### src/logic/acc_defs.svh
// Register offsets, field positions, reset values and timing counts for the
// converter control block. Assumes inclusion by bare name from logic/.
`ifndef ACC_DEFS_SVH
`define ACC_DEFS_SVH
`define ACC_OFS_CLKDIV  8'hf2
`define ACC_OFS_CONTROL 8'hf3
`define ACC_OFS_RES_LO  8'hf4
`define ACC_OFS_RES_HI  8'hf5
`define ACC_BIT_IDLE    6
`define ACC_BIT_ENABLE  5
`define ACC_BIT_DONE    4
`define ACC_BIT_START   3
`define ACC_BIT_CHAN    0
`define ACC_CTRL_MASK   8'h79
`define ACC_DIV_MASK    8'h1f
`define ACC_RESET_VAL   8'h00
`define ACC_CONV_CLOCKS 4'hb
`define ACC_RES_BITS    10
`endif

### src/logic/acc_pkg.sv
// Types shared by the converter control block and its sequencer.
// Assumes acc_defs.svh is on the include path.
`include "acc_defs.svh"
package acc_pkg;
    typedef logic [7:0] acc_byte_t;
    typedef logic [`ACC_RES_BITS-1:0] acc_result_t;
    typedef enum logic [1:0] {ACC_IDLE, ACC_RUN, ACC_DONE} acc_state_t;
endpackage : acc_pkg

### src/logic/acc_seq_if.sv
// Handshake carrying a conversion request and its completion between the
// register file and the sequencer. Single clock domain.
interface acc_seq_if;
    import acc_pkg::*;
    logic        launch;
    logic [4:0]  divider;
    logic        finish;
    acc_result_t result;
    modport regs (output launch, output divider, input finish, input result);
    modport seq  (input launch, input divider, output finish, output result);
endinterface : acc_seq_if

### src/logic/acc_top.sv
// Converter control register file: control, divider and result registers
// reached through the core's special function register port.
// Assumes a one-cycle write strobe and a combinationally decoded read
// returned one cycle later from a flip-flop.
`include "acc_defs.svh"
module acc_top
    import acc_pkg::*;
(
    // Clocking.
    input  wire logic          sys_clk,
    input  wire logic          srst,
    input  wire logic          clk_en,
    // Special function register port.
    input  wire logic [7:0]    sfr_addr,
    input  wire acc_byte_t     sfr_wdata,
    input  wire logic          sfr_wr,
    input  wire logic          sfr_rd,
    output acc_byte_t          sfr_rdata,
    // Interrupt enable from the core's interrupt enable register.
    input  wire logic          converter_interrupt_enable,
    // Analog core and CPU core side.
    input  wire acc_result_t   core_result_pin,
    output logic               converter_enable,
    output logic               channel_select,
    output logic               sample_start,
    output logic               cpu_suspend,
    output logic               conversion_irq
);
    import acc_pkg::*;

    acc_seq_if sq ();

    acc_byte_t   ctrl_reg, ctrl_next;
    acc_byte_t   div_reg, div_next;
    acc_result_t res_reg, res_next;
    acc_byte_t   rdata_reg, rdata_next;
    logic        irq_reg, irq_next;
    logic        start_reg, start_next;
    logic        suspend_reg, suspend_next;
    acc_result_t sync1_reg, sync2_reg;
    logic        running;

    // Address decode shared by reads and writes.
    function automatic logic hit(input logic [7:0] a, input logic [7:0] o);
        hit = (a == o);
    endfunction : hit

    assign running = ctrl_reg[`ACC_BIT_START];

    // Two-flop synchroniser for the analog result lines.
    always_ff @(posedge sys_clk) begin
        if (srst) begin
            sync1_reg <= '0;
            sync2_reg <= '0;
        end else if (clk_en) begin
            sync1_reg <= core_result_pin;
            sync2_reg <= sync1_reg;
        end
    end

    acc_seq u_seq (
        .sys_clk     (sys_clk),
        .srst        (srst),
        .clk_en      (clk_en),
        .sq          (sq.seq),
        .core_result (sync2_reg)
    );

    assign sq.divider = div_reg[4:0];
    assign sq.launch  = start_reg;

    // Register writes, hardware clears and the completion set.
    always_comb begin
        ctrl_next  = ctrl_reg;
        div_next   = div_reg;
        res_next   = res_reg;
        start_next = 1'b0;
        if (sfr_wr && hit(sfr_addr, `ACC_OFS_CONTROL)) begin
            // Reserved bits are masked so they always read zero.
            ctrl_next = sfr_wdata & `ACC_CTRL_MASK;
            if (running) begin
                ctrl_next[`ACC_BIT_START] = 1'b1;
                ctrl_next[`ACC_BIT_IDLE]  = ctrl_reg[`ACC_BIT_IDLE];
            end else if (sfr_wdata[`ACC_BIT_START]) begin
                start_next = 1'b1;
            end
        end
        if (sfr_wr && hit(sfr_addr, `ACC_OFS_CLKDIV)) begin
            div_next = sfr_wdata & `ACC_DIV_MASK;
        end
        // Completion wins over a same-cycle software clear of the flag.
        if (sq.finish) begin
            res_next = sq.result;
            ctrl_next[`ACC_BIT_START] = 1'b0;
            ctrl_next[`ACC_BIT_IDLE]  = 1'b0;
            ctrl_next[`ACC_BIT_DONE]  = 1'b1;
        end
    end

    // Read mux, interrupt level and the core suspend level.
    always_comb begin
        rdata_next = rdata_reg;
        if (sfr_rd) begin
            if (hit(sfr_addr, `ACC_OFS_CONTROL)) begin
                rdata_next = ctrl_reg;
            end else if (hit(sfr_addr, `ACC_OFS_CLKDIV)) begin
                rdata_next = div_reg;
            end else if (hit(sfr_addr, `ACC_OFS_RES_LO)) begin
                rdata_next = {6'h00, res_reg[1:0]};
            end else if (hit(sfr_addr, `ACC_OFS_RES_HI)) begin
                rdata_next = res_reg[9:2];
            end else begin
                rdata_next = 8'h00;
            end
        end
        irq_next = ctrl_next[`ACC_BIT_DONE] & converter_interrupt_enable;
        // Registered so the core sees a flop, not a glitching gate.
        suspend_next = ctrl_next[`ACC_BIT_IDLE]
                     & ctrl_next[`ACC_BIT_START];
    end

    // State registers; reset clears all seven registers.
    always_ff @(posedge sys_clk) begin
        if (srst) begin
            ctrl_reg  <= `ACC_RESET_VAL;
            div_reg   <= `ACC_RESET_VAL;
            res_reg   <= '0;
            rdata_reg <= 8'h00;
            irq_reg   <= 1'b0;
            start_reg <= 1'b0;
            suspend_reg <= 1'b0;
        end else if (clk_en) begin
            ctrl_reg  <= ctrl_next;
            div_reg   <= div_next;
            res_reg   <= res_next;
            rdata_reg <= rdata_next;
            irq_reg   <= irq_next;
            start_reg <= start_next;
            suspend_reg <= suspend_next;
        end
    end

    // Outputs straight from flip-flops.
    assign sfr_rdata        = rdata_reg;
    assign conversion_irq   = irq_reg;
    assign converter_enable = ctrl_reg[`ACC_BIT_ENABLE];
    assign channel_select   = ctrl_reg[`ACC_BIT_CHAN];
    assign sample_start     = start_reg;
    // Suspend only while converting, never merely because the bit is set.
    assign cpu_suspend      = suspend_reg;
endmodule : acc_top

### src/logic/acc_seq.sv
// Conversion sequencer: derives the converter clock tick from the divider
// and counts converter clock periods until the result is ready.
// Assumes the analog core presents a stable result when finish is raised.
module acc_seq
    import acc_pkg::*;
(
    // Clocking.
    input  wire logic          sys_clk,
    input  wire logic          srst,
    input  wire logic          clk_en,
    // Link to the register file.
    acc_seq_if.seq             sq,
    // Analog core result, already synchronised.
    input  wire acc_result_t   core_result
);
    logic [5:0] div_reg, div_next;
    logic [3:0] per_reg, per_next;
    acc_state_t st_reg, st_next;

    // Factor of zero stands for thirty-two so the full range is usable.
    function automatic logic [5:0] div_factor(input logic [4:0] d);
        div_factor = (d == 5'h00) ? 6'h20 : {1'b0, d};
    endfunction : div_factor

    // Next-state logic for the divider and the period counter.
    always_comb begin
        div_next = div_reg;
        per_next = per_reg;
        st_next  = st_reg;
        case (st_reg)
            ACC_IDLE: begin
                div_next = 6'h00;
                per_next = 4'h0;
                if (sq.launch) begin
                    st_next = ACC_RUN;
                end
            end
            ACC_RUN: begin
                if (div_reg + 6'h01 >= div_factor(sq.divider)) begin
                    div_next = 6'h00;
                    per_next = per_reg + 4'h1;
                    if (per_reg + 4'h1 == `ACC_CONV_CLOCKS) begin
                        st_next = ACC_DONE;
                    end
                end else begin
                    div_next = div_reg + 6'h01;
                end
            end
            ACC_DONE: st_next = ACC_IDLE;
            default:  st_next = ACC_IDLE;
        endcase
    end

    // Registers only; the clock enable freezes everything.
    always_ff @(posedge sys_clk) begin
        if (srst) begin
            div_reg <= 6'h00;
            per_reg <= 4'h0;
            st_reg  <= ACC_IDLE;
        end else if (clk_en) begin
            div_reg <= div_next;
            per_reg <= per_next;
            st_reg  <= st_next;
        end
    end

    assign sq.finish = (st_reg == ACC_DONE);
    assign sq.result = core_result;
endmodule : acc_seq

### config.mk
export PLATFORM = sky130hd
export DESIGN_NAME = acc_top
export DESIGN_NICKNAME = d
export VERILOG_FILES = /design/src/logic/acc_pkg.sv /design/src/logic/acc_seq_if.sv /design/src/logic/acc_top.sv /design/src/logic/acc_seq.sv
export VERILOG_INCLUDE_DIRS = /design/src /design/src/logic
export SDC_FILE = /design/constraint.sdc
export NUM_CORES = 1
export LEC_CHECK = 0
export ABC_AREA = 1
export BUFFER_PORTS_ARGS = -buffer_cell sky130_fd_sc_hd__buf_2
export CAP_MARGIN = 20
export CORE_MARGIN = 3
export CORE_UTILIZATION = 25
export DETAILED_ROUTE_END_ITERATION = 8
export PLACE_DENSITY = 0.53
export SYNTH_ARGS = -nofsm -noshare
export SYNTH_HDL_FRONTEND = slang
export SYNTH_HIERARCHICAL = 1
export SYNTH_SLANG_ARGS = --single-unit
### constraint.sdc
create_clock -name sys_clk -period 1.8 [get_ports sys_clk]
set_input_delay 0.36 -clock sys_clk [delete_from_list [all_inputs] [get_ports sys_clk]]
set_output_delay 0.36 -clock sys_clk [all_outputs]
set_load 0.02 [all_outputs]
==> impl_metrics.prom <==
# TYPE chip_impl_metric gauge
chip_impl_metric{name="yosys_warnings",unit=""} 6
chip_impl_metric{name="wl_per_cell",unit="um"} 11.7
chip_impl_metric{name="syn-instance-count",unit=""} 440
chip_impl_info{name="tritoncts",value="yes"} 1
chip_impl_metric{name="p_per_area",unit="mW/mm2"} 905
chip_impl_metric{name="tritoncts.num_buffers",unit=""} 9
chip_impl_metric{name="die_width",unit="um"} 119
chip_impl_info{name="violated_checks",value="negative setup slack"} 1
chip_impl_metric{name="final_net_count",unit=""} 525
chip_impl_metric{name="clock_latency",unit="ns"} 0.32
chip_impl_metric{name="routed_wirelength",unit="um"} 7710
chip_impl_metric{name="initial_core_util",unit="%"} 26.2
chip_impl_metric{name="cts_sinks",unit=""} 63
chip_impl_info{name="clock_tree.root_cell",value="sky130_fd_sc_hd__clkbuf_16"} 1
chip_impl_metric{name="finalSetupViolCount",unit=""} 12
chip_impl_info{name="endpoint_kind",value="flip-flop"} 1
chip_impl_info{name="synth.largest_area_cell",value="sky130_fd_sc_hd__dfxtp_1"} 1
chip_impl_info{name="timing.critical_path.cells",value="ha_4 > nand3_2 > xor2_2 > inv_1 > ha_1 > nand2_2 > inv_2 > a21oi_4 > nand3_4 > nand2_2 > nand2_1 > nand2_1 > nor2_1"} 1
chip_impl_metric{name="worst_ep_required_time",unit="ns"} 2.02
chip_impl_metric{name="num_vias",unit=""} 2828
chip_impl_metric{name="ctsHtreeMaxLevel",unit=""} 3
chip_impl_metric{name="ys_types",unit=""} 35
chip_impl_metric{name="use_met1",unit="%"} 14.5
chip_impl_metric{name="yosysTopAreaCellShare",unit="%"} 39.3
chip_impl_metric{name="gr-usage-met2",unit="%"} 17.1
chip_impl_metric{name="irDropWorstVdd",unit="V"} 0.000356
chip_impl_metric{name="worst_setup_hold_path_clk_slew",unit="ns"} 0.06
chip_impl_metric{name="core_area",unit="mm2"} 0.0123
chip_impl_metric{name="regArea",unit="mm2"} 0.00127
chip_impl_metric{name="antenna_cells_inserted",unit=""} 0
chip_impl_metric{name="postSynth.asyncResetShare",unit="%"} 0
chip_impl_metric{name="cts_hold_buffers",unit=""} 0
chip_impl_metric{name="ys_ff_latch",unit=""} 63
chip_impl_metric{name="grt.total_usage",unit="%"} 11.0
chip_impl_metric{name="syn-mean-instance-area",unit="um2"} 7.30
chip_impl_metric{name="detail_route.vias_per_cell",unit=""} 4.30
chip_impl_metric{name="number_of_pins_with_negative_max_slew_slack_in_the_final_report",unit=""} 0
chip_impl_metric{name="grt_start_max_net_pins",unit=""} 41
chip_impl_metric{name="finalCriticalPeriod",unit="ns"} 1.90
chip_impl_info{name="cell_with_the_most_instances_after_synthesis",value="sky130_fd_sc_hd__nor2_1"} 1
chip_impl_metric{name="synth.yosys.seq_area_share",unit="%"} 39.3
chip_impl_metric{name="die-height",unit="um"} 119
chip_impl_metric{name="finish.utilization",unit="%"} 32.7
chip_impl_metric{name="ctsLongestPathBuffers",unit=""} 2
chip_impl_metric{name="hold_viol",unit=""} 0
chip_impl_metric{name="skew",unit="ns"} 0.00430
chip_impl_metric{name="syn_nets",unit=""} 481
chip_impl_metric{name="number_of_enable_flip_flop_cells_after_synthesis",unit=""} 0
chip_impl_metric{name="die_area",unit="mm2"} 0.0142
chip_impl_metric{name="drt-initial-drc-count",unit=""} 218
chip_impl_metric{name="fin_total_pwr",unit="W"} 0.00363
chip_impl_metric{name="grt_first_pass_wirelength",unit="um"} 12800
chip_impl_metric{name="grt_overflow_total",unit=""} 0
chip_impl_metric{name="n_fill_cell",unit=""} 1356
chip_impl_metric{name="antenna_left",unit=""} 0
chip_impl_metric{name="drc",unit=""} 0
chip_impl_metric{name="final.period_utilization",unit="%"} 105
chip_impl_metric{name="global_route_met3_usage",unit="%"} 3.51
chip_impl_metric{name="syn-cell-area",unit="mm2"} 0.00321
chip_impl_metric{name="routabilityCongestion",unit=""} 0.806
chip_impl_metric{name="dp.final_hpwl",unit="um"} 5480
chip_impl_metric{name="post_route_cells_drive_above_1_share",unit="%"} 27.8
chip_impl_metric{name="numPortBuffers",unit=""} 43
chip_impl_info{name="gr-max-usage-layer",value="met2"} 1
chip_impl_metric{name="worst_slew_pin_slew",unit="ns"} 0.433
chip_impl_info{name="setup.worst_path.start_class",value="flip-flop"} 1
chip_impl_metric{name="hold_ws",unit="ns"} 0.252
chip_impl_metric{name="slowest_delay",unit="ns"} 0.36
chip_impl_metric{name="slew-limit-headroom",unit="%"} 71.1
chip_impl_metric{name="via_count_of_the_first_global_routing_pass",unit=""} 2674
chip_impl_metric{name="area_growth",unit="%"} 25.1
chip_impl_metric{name="io_pins",unit=""} 45
chip_impl_metric{name="first_pass_iters",unit=""} 4
chip_impl_metric{name="cp_max_fo",unit=""} 7
chip_impl_info{name="hold_path.class",value="in2reg"} 1
chip_impl_metric{name="cellLeakagePower",unit="nW"} 1.77
chip_impl_info{name="unrepaired_setup_endpoints_after_global_routing",value="yes"} 1
chip_impl_info{name="synthFlopType",value="sky130_fd_sc_hd__dfxtp_1"} 1
chip_impl_info{name="run_status",value="complete, but fails checks"} 1
chip_impl_info{name="worst_path_cell_with_the_longest_stage_delay",value="sky130_fd_sc_hd__dfxtp_4"} 1
chip_impl_info{name="post_synth_main_area_contributors",value="sky130_fd_sc_hd__dfxtp_1, sky130_fd_sc_hd__nor2_1, sky130_fd_sc_hd__nand2_1, sky130_fd_sc_hd__nand3_1, sky130_fd_sc_hd__inv_1"} 1
chip_impl_metric{name="cap_violations",unit=""} 0
chip_impl_metric{name="final.setup.worst_slack",unit="ns"} -0.0982
chip_impl_info{name="yosys-top-cells-count",value="sky130_fd_sc_hd__nor2_1, sky130_fd_sc_hd__nand2_1, sky130_fd_sc_hd__dfxtp_1, sky130_fd_sc_hd__inv_1, sky130_fd_sc_hd__nand3_1"} 1
chip_impl_metric{name="placement_rows",unit=""} 40
chip_impl_metric{name="max_freq",unit="MHz"} 527
chip_impl_metric{name="multi_input_comb_area",unit="mm2"} 0.00171
chip_impl_info{name="worst-setup-path-type",value="reg2reg"} 1
chip_impl_metric{name="cp_data_arrival_time",unit="ns"} 2.12
chip_impl_metric{name="initial_antenna_violation_count",unit=""} 0
## worst max-delay path: cells and delay by family (launching register included)
| kind | cells | cell delay (ns) |
|---|---|---|
| AND/OR/NAND/NOR | 7 | 0.54 |
| adder cells (fa/ha/maj) | 2 | 0.44 |
| flip-flops | 1 | 0.36 |
| AO/OA/AOI/OAI | 1 | 0.20 |
| XOR/XNOR | 1 | 0.15 |
| buffers and inverters | 2 | 0.11 |
## routing by layer
metal / share of wire [%] / wire [um]
met1: 48 / 3730
met2: 47 / 3600
met3: 4.2 / 327
met4: 0.66 / 51
met5: 0 / 0
## power by group
part,total [W],switching (W),internal [W]
Combinational,0.000378,0.000239,0.000140
Sequential,0.00151,0.0000470,0.00146
Clock,0.00175,0.000664,0.00108
Total,0.00363,0.000950,0.00268
## cells in the final DEF, fill, tap and decap left out, types with 3 or more instances in the layout
cell | synthesis | routed
sky130_fd_sc_hd__buf_4 | 10 | 12
sky130_fd_sc_hd__nand3_4 | 2 | 5
sky130_fd_sc_hd__nand3_2 | 4 | 5
sky130_fd_sc_hd__a21oi_1 | 20 | 17
sky130_fd_sc_hd__clkbuf_16 | 0 | 9
sky130_fd_sc_hd__o21ai_0 | 25 | 25
sky130_fd_sc_hd__nand2_4 | 3 | 3
sky130_fd_sc_hd__nand4_1 | 5 | 5
sky130_fd_sc_hd__nand2_1 | 66 | 61
sky130_fd_sc_hd__nor2_2 | 3 | 5
sky130_fd_sc_hd__dfxtp_1 | 63 | 59
sky130_fd_sc_hd__ha_1 | 9 | 8
sky130_fd_sc_hd__a21oi_2 | 5 | 7
sky130_fd_sc_hd__clkinv_4 | 1 | 3
sky130_fd_sc_hd__nand2_2 | 5 | 10
sky130_fd_sc_hd__o21ai_1 | 18 | 18
sky130_fd_sc_hd__inv_1 | 35 | 34
sky130_fd_sc_hd__nor2_1 | 84 | 82
sky130_fd_sc_hd__nand3_1 | 35 | 31
sky130_fd_sc_hd__nor3_1 | 5 | 5
sky130_fd_sc_hd__inv_2 | 9 | 9
sky130_fd_sc_hd__buf_2 | 6 | 43
sky130_fd_sc_hd__nor2_4 | 4 | 4
## metrics by stage
stage,instances,setup TNS [ns],instance area (um2),setup WS (ns)
global route,657,-2.64,4020,-0.236
detailed placement,637,-1.61,3570,-0.191
finish,657,-1.03,4020,-0.0982
CTS,655,-1.11,3930,-0.129
floorplan,440,0,3220,0.00173
global placement,637,-1.35,3570,-0.154
## cells by family (layout without fill, tap and decap cells)
family | after synthesis | count (layout) | synth area share (%)
AO/OA/AOI/OAI | 72 | 72 | 12.2
XOR/XNOR | 3 | 3 | 0.819
adder cells (fa/ha/maj) | 9 | 9 | 3.51
buffers and inverters | 71 | 120 | 10.9
flip-flops | 63 | 63 | 39.3
AND/OR/NAND/NOR | 222 | 222 | 33.4
## what timing repair did
item,in CTS,in global routing
endpoints found under the setup margin,12,12
hold endpoints to repair,0,0
gates resized for setup,10,18
pin swaps,5,7
buffers inserted,2,2
## path summary, 6_finish.rpt
check | cells after the start | slack, ns | start | end
hold reg to reg | 2 | 0.45 | res_reg[4] | res_reg[4]
hold / removal | 3 | 0.25 | core_result_pin[7] | sync1_reg[7]
setup / recovery | 13 | -0.1 | u_seq/div_reg[0] | u_seq/per_reg[3]
setup reg to reg | 13 | -0.1 | u_seq/div_reg[0] | u_seq/per_reg[3]
## final cells by class
| class | instances | area share (%) |
|---|---|---|
| multi-input cells | 306 | 42.5 |
| flip-flops and latches | 63 | 31.7 |
| repair buffers | 57 | 8.38 |
| clock buffers | 9 | 5.61 |
| well taps | 168 | 5.24 |
| inverters | 47 | 4.61 |
| clock inverters | 7 | 1.99 |
No activity file was read; power rests on OpenSTA's default activity.
